**src/fault_sig_cfg.svh**
```systemverilog
// constants for the fault, break and snoop-result signalling pair
// assumes inclusion by bare name from the package and both ends
`ifndef FAULT_SIG_CFG_SVH
`define FAULT_SIG_CFG_SVH
`define PIN_ASSERTED 1'b0
`define PIN_RELEASED 1'b1
`define SNOOP_STALL_LIMIT 4'h3
`endif

```
**src/fault_sig_pkg.sv**
```systemverilog
// types used by the processor end of the fault signalling link
// assumes fault_sig_cfg.svh in the include path
`include "fault_sig_cfg.svh"
package fault_sig_pkg;
    typedef enum logic [2:0] {
        SNOOP_IDLE = 3'b001,
        SNOOP_STALL = 3'b010,
        SNOOP_DONE = 3'b100
    } snoop_state_t;
endpackage

```
**src/fault_sig_if.sv**
```systemverilog
// link wires between processor end and chipset end, all active low except shutdown_txn
// assumes one clock shared by both ends; snoop lines one pair per end, each with one driver
`timescale 1ns/1ps
`default_nettype none
interface fault_sig_if;
    logic fp_fault_or_break_pending_n;
    logic stop_clock_request_n;
    logic debug_probe_request_n;
    logic internal_fault_out_n;
    logic numeric_fault_ignore_n;
    logic bus_restart_in_n;
    logic init_n;
    logic shutdown_txn;
    logic snoop_hit_dev_n;
    logic snoop_modified_match_dev_n;
    logic snoop_hit_cs_n;
    logic snoop_modified_match_cs_n;
    modport device (
        output fp_fault_or_break_pending_n, internal_fault_out_n, shutdown_txn,
        output snoop_hit_dev_n, snoop_modified_match_dev_n,
        input stop_clock_request_n, debug_probe_request_n, numeric_fault_ignore_n,
        input bus_restart_in_n, init_n, snoop_hit_cs_n, snoop_modified_match_cs_n
    );
    modport chipset (
        input fp_fault_or_break_pending_n, internal_fault_out_n, shutdown_txn,
        input snoop_hit_dev_n, snoop_modified_match_dev_n,
        output stop_clock_request_n, debug_probe_request_n, numeric_fault_ignore_n,
        output bus_restart_in_n, init_n, snoop_hit_cs_n, snoop_modified_match_cs_n
    );
endinterface // fault_sig_if
`default_nettype wire

```
**src/fault_sig_device.sv**
```systemverilog
// processor end: fp error / break output, internal fault, snoop result
// assumes link inputs synchronous to core_clk_i
`timescale 1ns/1ps
`default_nettype none
`include "fault_sig_cfg.svh"
module fault_sig_device (
    input wire logic core_clk_i,
    input wire logic reset_n_i,
    fault_sig_if.device link,
    input wire logic fp_error_i,
    input wire logic fp_error_masked_i,
    input wire logic fp_report_mode_bit_i,
    input wire logic fp_noncontrol_op_i,
    input wire logic internal_error_i,
    input wire logic snoop_req_i,
    input wire logic snoop_hit_i,
    input wire logic snoop_modified_i,
    input wire logic snoop_busy_i,
    output logic fp_exception_o,
    output logic break_pending_o
);
    logic fp_err_reg, fp_err_next;
    logic brk_reg, brk_next;
    logic ferr_reg, ferr_next;
    logic internal_fault_out_reg, internal_fault_out_next;
    logic shut_reg, shut_next;
    logic exc_reg, exc_next;
    logic hit_reg, hit_next, snoop_modified_match_reg, snoop_modified_match_next;
    fault_sig_pkg::snoop_state_t snp_reg, snp_next;
    logic stopped, ignore_ok, restart;

    function automatic logic low(input logic pin);
        low = (pin == `PIN_ASSERTED);
    endfunction

    // fault and break next state
    always_comb begin
        stopped = low(link.stop_clock_request_n);
        restart = low(link.bus_restart_in_n) || low(link.init_n);
        // native reporting overrides ignore pin
        ignore_ok = low(link.numeric_fault_ignore_n) && !fp_report_mode_bit_i;
        fp_err_next = fp_err_reg;
        if (fp_error_i && !fp_error_masked_i) begin
            fp_err_next = 1'b1;
        end else if (fp_noncontrol_op_i && ignore_ok) begin
            fp_err_next = 1'b0;
        end
        exc_next = fp_noncontrol_op_i && fp_err_reg && !ignore_ok;
        brk_next = brk_reg;
        if (!stopped) begin
            brk_next = 1'b0;
        end else if (low(link.debug_probe_request_n)) begin
            brk_next = 1'b1;
        end else if (fp_error_i && !fp_error_masked_i) begin
            brk_next = 1'b1;
        end
        ferr_next = stopped ? brk_next : fp_err_next;
        // a new error in a restart cycle wins, so it is never lost
        internal_fault_out_next = internal_error_i || (internal_fault_out_reg && !restart);
        shut_next = internal_error_i && !internal_fault_out_reg;
    end

    // snoop result; both lines low means stall
    always_comb begin
        snp_next = snp_reg;
        hit_next = 1'b0;
        snoop_modified_match_next = 1'b0;
        case (snp_reg)
            fault_sig_pkg::SNOOP_IDLE: begin
                if (snoop_req_i) begin
                    snp_next = snoop_busy_i ? fault_sig_pkg::SNOOP_STALL
                                            : fault_sig_pkg::SNOOP_DONE;
                    hit_next = snoop_busy_i || snoop_hit_i;
                    snoop_modified_match_next = snoop_busy_i || snoop_modified_i;
                end
            end
            fault_sig_pkg::SNOOP_STALL: begin
                snp_next = snoop_busy_i ? fault_sig_pkg::SNOOP_STALL
                                        : fault_sig_pkg::SNOOP_DONE;
                hit_next = snoop_busy_i || snoop_hit_i;
                snoop_modified_match_next = snoop_busy_i || snoop_modified_i;
            end
            default: snp_next = fault_sig_pkg::SNOOP_IDLE;
        endcase
    end

    // register everything; outputs come straight from flops
    always_ff @(posedge core_clk_i) begin
        if (!reset_n_i) begin
            fp_err_reg <= 1'b0;
            brk_reg <= 1'b0;
            ferr_reg <= 1'b0;
            internal_fault_out_reg <= 1'b0;
            shut_reg <= 1'b0;
            exc_reg <= 1'b0;
            hit_reg <= 1'b0;
            snoop_modified_match_reg <= 1'b0;
            snp_reg <= fault_sig_pkg::SNOOP_IDLE;
        end else begin
            fp_err_reg <= fp_err_next;
            brk_reg <= brk_next;
            ferr_reg <= ferr_next;
            internal_fault_out_reg <= internal_fault_out_next;
            shut_reg <= shut_next;
            exc_reg <= exc_next;
            hit_reg <= hit_next;
            snoop_modified_match_reg <= snoop_modified_match_next;
            snp_reg <= snp_next;
        end
    end

    assign link.fp_fault_or_break_pending_n = ~ferr_reg;
    assign link.internal_fault_out_n = ~internal_fault_out_reg;
    assign link.shutdown_txn = shut_reg;
    assign link.snoop_hit_dev_n = ~hit_reg;
    assign link.snoop_modified_match_dev_n = ~snoop_modified_match_reg;
    assign fp_exception_o = exc_reg;
    assign break_pending_o = brk_reg;
endmodule // fault_sig_device
`default_nettype wire

```
**src/flat_wrapper.sv**
```systemverilog
// flat-port wrapper written by rule: the top's interface ports become plain ports
module fault_sig_device_flat 
  (core_clk_i, reset_n_i, fp_error_i, fp_error_masked_i, fp_report_mode_bit_i, fp_noncontrol_op_i, internal_error_i, snoop_req_i, snoop_hit_i, snoop_modified_i, snoop_busy_i, fp_exception_o, break_pending_o, link_fp_fault_or_break_pending_n, link_internal_fault_out_n, link_shutdown_txn, link_snoop_hit_dev_n, link_snoop_modified_match_dev_n, link_stop_clock_request_n, link_debug_probe_request_n, link_numeric_fault_ignore_n, link_bus_restart_in_n, link_init_n, link_snoop_hit_cs_n, link_snoop_modified_match_cs_n);
  fault_sig_if link_i ();
  input wire logic core_clk_i;
  input wire logic reset_n_i;
  input wire logic fp_error_i;
  input wire logic fp_error_masked_i;
  input wire logic fp_report_mode_bit_i;
  input wire logic fp_noncontrol_op_i;
  input wire logic internal_error_i;
  input wire logic snoop_req_i;
  input wire logic snoop_hit_i;
  input wire logic snoop_modified_i;
  input wire logic snoop_busy_i;
  output logic fp_exception_o;
  output logic break_pending_o;
  output wire logic [$bits(link_i.fp_fault_or_break_pending_n)-1:0] link_fp_fault_or_break_pending_n;
  output wire logic [$bits(link_i.internal_fault_out_n)-1:0] link_internal_fault_out_n;
  output wire logic [$bits(link_i.shutdown_txn)-1:0] link_shutdown_txn;
  output wire logic [$bits(link_i.snoop_hit_dev_n)-1:0] link_snoop_hit_dev_n;
  output wire logic [$bits(link_i.snoop_modified_match_dev_n)-1:0] link_snoop_modified_match_dev_n;
  input wire logic [$bits(link_i.stop_clock_request_n)-1:0] link_stop_clock_request_n;
  input wire logic [$bits(link_i.debug_probe_request_n)-1:0] link_debug_probe_request_n;
  input wire logic [$bits(link_i.numeric_fault_ignore_n)-1:0] link_numeric_fault_ignore_n;
  input wire logic [$bits(link_i.bus_restart_in_n)-1:0] link_bus_restart_in_n;
  input wire logic [$bits(link_i.init_n)-1:0] link_init_n;
  input wire logic [$bits(link_i.snoop_hit_cs_n)-1:0] link_snoop_hit_cs_n;
  input wire logic [$bits(link_i.snoop_modified_match_cs_n)-1:0] link_snoop_modified_match_cs_n;
  assign link_fp_fault_or_break_pending_n = link_i.fp_fault_or_break_pending_n;
  assign link_internal_fault_out_n = link_i.internal_fault_out_n;
  assign link_shutdown_txn = link_i.shutdown_txn;
  assign link_snoop_hit_dev_n = link_i.snoop_hit_dev_n;
  assign link_snoop_modified_match_dev_n = link_i.snoop_modified_match_dev_n;
  assign link_i.stop_clock_request_n = link_stop_clock_request_n;
  assign link_i.debug_probe_request_n = link_debug_probe_request_n;
  assign link_i.numeric_fault_ignore_n = link_numeric_fault_ignore_n;
  assign link_i.bus_restart_in_n = link_bus_restart_in_n;
  assign link_i.init_n = link_init_n;
  assign link_i.snoop_hit_cs_n = link_snoop_hit_cs_n;
  assign link_i.snoop_modified_match_cs_n = link_snoop_modified_match_cs_n;
  fault_sig_device u_core (.core_clk_i(core_clk_i), .reset_n_i(reset_n_i), .link(link_i), .fp_error_i(fp_error_i), .fp_error_masked_i(fp_error_masked_i), .fp_report_mode_bit_i(fp_report_mode_bit_i), .fp_noncontrol_op_i(fp_noncontrol_op_i), .internal_error_i(internal_error_i), .snoop_req_i(snoop_req_i), .snoop_hit_i(snoop_hit_i), .snoop_modified_i(snoop_modified_i), .snoop_busy_i(snoop_busy_i), .fp_exception_o(fp_exception_o), .break_pending_o(break_pending_o));
endmodule
```
**config.mk**
```make
export PLATFORM = sky130hd
export DESIGN_NAME = fault_sig_device_flat
export DESIGN_NICKNAME = d
export VERILOG_FILES = /design/src/fault_sig_pkg.sv /design/src/fault_sig_if.sv /design/src/fault_sig_device.sv /design/src/flat_wrapper.sv
export VERILOG_INCLUDE_DIRS = /design/src
export SDC_FILE = /design/constraint.sdc
export NUM_CORES = 1
export LEC_CHECK = 0
export ABC_CLOCK_PERIOD_IN_PS = 1300
export BUFFER_PORTS_ARGS = -buffer_cell sky130_fd_sc_hd__clkbuf_2
export CAP_MARGIN = 10
export CORE_AREA = 2 2 39 41
export CTS_BUF_LIST = sky130_fd_sc_hd__clkbuf_16
export DETAILED_ROUTE_END_ITERATION = 7
export DIE_AREA = 0 0 41 43
export MAX_ROUTING_LAYER = met4
export PLACE_DENSITY = 0.61
export SYNTH_ARGS = -nofsm -noshare
export SYNTH_HDL_FRONTEND = slang
export SYNTH_SLANG_ARGS = --single-unit
```
**constraint.sdc**
```tcl
create_clock -name core_clk_i -period 1.3 [get_ports core_clk_i]
set_clock_uncertainty 0.05 [all_clocks]
set_input_delay 0.26 -clock core_clk_i [delete_from_list [all_inputs] [get_ports core_clk_i]]
set_output_delay 0.26 -clock core_clk_i [all_outputs]
set_load 0.01 [all_outputs]
```
==> impl_metrics.py <==
metrics = {
    "status": {
        "run_status": "finished, final reports clean",
    },
    "routing": {
        "drcViolationCount": 0,
        "dr.first_iter.drc_count": 0,
        "vias": 351,
        "drt_pre_antenna_iters": 1,
        "number_of_antenna_violating_nets_in_the_routed_design": 0,
        "postRouteWirelength_um": 725,
        "drt-wirelength-per-cell_um": 8.95,
        "post_drt_via_cell_ratio": 4.33,
    },
    "clock_tree": {
        "cts-root-to-sink-buffers": 2,
        "ctsResizeCount": 0,
        "cell_at_the_root_of_the_clock_tree": "sky130_fd_sc_hd__clkbuf_16",
        "cts_sinks": 11,
        "clock_buffers_created_by_tritoncts": 3,
        "tritoncts": "yes",
        "clk_transition_reported_paths_ns": 0.04,
        "clock_latency_ns": 0.23,
        "cts.hold.buffers_added": 0,
        "post-cts-setup-buffers": 0,
        "cts_htree_levels": 1,
    },
    "power": {
        "power.share.switching": 0.182,
        "ir_worst_vdd_v": 0.000985,
        "power.net_switching_uw": 179,
        "p_leak_uw": 0.000292,
        "clkPwrFrac": 0.548,
        "internal_power_uw": 802,
        "power.sequential.fraction": 0.373,
        "powerDensity_nw_per_um2": 1710,
        "p_comb_frac": 0.079,
    },
    "place": {
        "numPortBuffers": 22,
        "placed_cells_incl_taps": 77,
        "detailedPlacementHpwl_um": 603,
        "place_worst_setup_slack_ns": 0.292,
        "post_dp_cell_area_um2": 495,
        "globalplace.congestion": 0.603,
    },
    "floorplanning": {
        "row_count": 14,
        "initial_utilization": 0.264,
        "design.core.area_um2": 1380,
        "chipHeight_um": 43,
        "num_io_pins": 25,
        "floorplan.die.width_um": 41,
        "dieArea_um2": 1760,
    },
    "timing": {
        "post-route-worst-setup-slack_ns": 0.279,
        "slew_headroom": 0.872,
        "fin_crit_sh": 0.785,
        "final_max_slew_viol_count": 0,
        "timing.final.hold_violations": 0,
        "setup-tns-final_ns": 0,
        "period_minus_slack_ns": 1.02,
        "report.final.setup_viol": 0,
        "setup_repair_after_global_routing_missed_its_margin": "no",
        "fmax_mhz": 979,
        "tightest_slew_ns": 0.192,
    },
    "logic_synthesis": {
        "netlist.area_leader.share": 0.603,
        "ys_seq_elements": 11,
        "postSynthCellCount": 39,
        "synth.largest_area_cell": "sky130_fd_sc_hd__dfxtp_1",
        "share_of_the_synthesized_netlist_area_taken_by_xor_and_xnor_gates": 0,
        "yosys.area_share.adder": 0,
        "synth_simple_gate_area_frac": 0.202,
        "synth_compound_gate_area_share": 0.134,
        "cell_area_after_synthesis_um2": 365,
        "synth_seq_area_share": 0.603,
        "total_number_of_yosys_warnings": 0,
        "netlist_top_cells_area": "sky130_fd_sc_hd__dfxtp_1 60%, sky130_fd_sc_hd__nor2_1 8.2%, sky130_fd_sc_hd__inv_1 6.2%",
        "share_of_cell_area_taken_by_muxes_after_synthesis": 0,
        "syn_area_per_cell_um2": 9.37,
        "synth_cell_types": 16,
        "mappedNetlistNets": 57,
        "largest_family_of_logic_cells_by_synthesized_area": "simple AND/OR/NAND/NOR gates",
    },
    "global_routing": {
        "grt_first_pass_wirelength_um": 1240,
        "groute.usage.overall": 0.116,
        "grt_remaining_overflow": 0,
        "maximum_number_of_pins_on_one_net_before_global_route_repair": 7,
        "number_of_global_route_vias_before_repair": 348,
        "antenna_found_initial": 0,
    },
    "min_path": {
        "hp-start": "link_stop_clock_request_n",
        "hold_removal_path_class": "primary input to register",
    },
    "worst_setup_path": {
        "crit_type": "register to output pin",
        "largest_fanout_of_any_net_on_the_critical_path": 2,
        "worst_ep_required_time_ns": 0.99,
        "critical_path.endpoint_type": "output pin",
        "worstPathArrival_ns": 0.71,
        "reg2reg_from": "u_core.snp_reg[0]",
        "critical_path.startpoint": "u_core.internal_fault_out_reg",
        "crit_path_launch_type": "register",
    },
    "cells_and_area": {
        "final_net_count": 84,
        "post_layout_nonfiller_instances": 81,
        "final_util": 0.415,
        "antennaDiodeCount": 0,
        "max_ffs_per_register": 3,
        "share_of_final_layout_standard_cells_stronger_than_drive_strength_1": 0.385,
        "layout.area.seq_um2": 220,
        "layout-area-overhead-vs-synth_pct": 57.2,
        "fillCellCount": 154,
        "multiInputGateArea_um2": 123,
        "design_area_um2": 574,
    },
    "run": {
        "timing.max_cap.violations": 0,
    },
}
==> worst paths after layout <==
check	cells past startpoint	slack (ns)	to
setup / recovery	2	0.28	link_internal_fault_out_n
hold / removal	2	0.18	u_core.break_pending_o
setup reg to reg	3	0.30	u_core.snoop_modified_match_reg
hold reg to reg	2	0.42	u_core.fp_exception_o
==> critical path, cell delays in order, from the launching register on <==
cell	delay (ns)
sky130_fd_sc_hd__dfxtp_1	0.32
sky130_fd_sc_hd__inv_1	0.05
sky130_fd_sc_hd__clkbuf_2	0.12
==> power by group through the flow <==
stage               logic (uW)  clock network, uW  registers [uW]
finish                    77.8                537             366
global route              88.9                575             367
CTS                       79.8                552             366
detailed placement        79.3                  0             371
global placement          76.8                  0             370
floorplan                 34.9                  0             372
==> per-stage QoR <==
stage	hold WS (ns)	total power (uW)
2_1_floorplan	0.282	407
3_3_place_gp	0.387	447
3_5_place_dp	0.398	450
4_1_cts	0.175	998
5_1_grt	0.170	1030
6_report	0.180	981
==> layout by cell type, fill, tap and decap left out <==
cell type / count
sky130_fd_sc_hd__o21ai_0: 1
sky130_fd_sc_hd__nand2_1: 1
sky130_fd_sc_hd__dfxtp_1: 11
sky130_fd_sc_hd__clkbuf_2: 22
sky130_fd_sc_hd__clkbuf_16: 3
sky130_fd_sc_hd__a21oi_1: 1
sky130_fd_sc_hd__nor2b_1: 1
sky130_fd_sc_hd__nand3b_1: 1
sky130_fd_sc_hd__nor2_1: 8
sky130_fd_sc_hd__nand2b_1: 2
sky130_fd_sc_hd__and3_1: 1
sky130_fd_sc_hd__a211o_1: 1
sky130_fd_sc_hd__a31oi_1: 1
sky130_fd_sc_hd__o21bai_1: 1
sky130_fd_sc_hd__inv_1: 7
sky130_fd_sc_hd__a22o_1: 1
sky130_fd_sc_hd__nor3b_1: 1
sky130_fd_sc_hd__a211oi_1: 1
==> area by class of cell <==
type	instances	share of cell area
flip-flops and latches	11	0.383
multi-input cells	22	0.214
repair buffers	22	0.192
clock buffers	3	0.131
inverters	6	0.0392
well taps	16	0.0349
clock inverters	1	0.00654
==> metal layers <==
| layer | track usage | routed length [um] |
|---|---|---|
| met5 | - | 0 |
| met4 | 0.0600 | 0 |
| met3 | 0.0942 | 101 |
| met2 | 0.181 | 368 |
| met1 | 0.0882 | 256 |
==> synthesized netlist by cell type (all sizes together) <==
cell type,instances
nand2b,2
nand3b,1
o21ai,1
a211oi,1
dfxtp,11
nor2,8
nor3b,1
a31oi,1
inv,6
a21oi,1
a211o,1
a22o,1
nand2,1
o21bai,1
and3,1
nor2b,1
==> cells by family after synthesis <==
family                 count (synthesis)
DFF                                   11
buffers and inverters                  6
AOI/OAI and AO/OA                      7
and+or+nand+nor                       15
No activity file was read; power rests on OpenSTA's default activity.
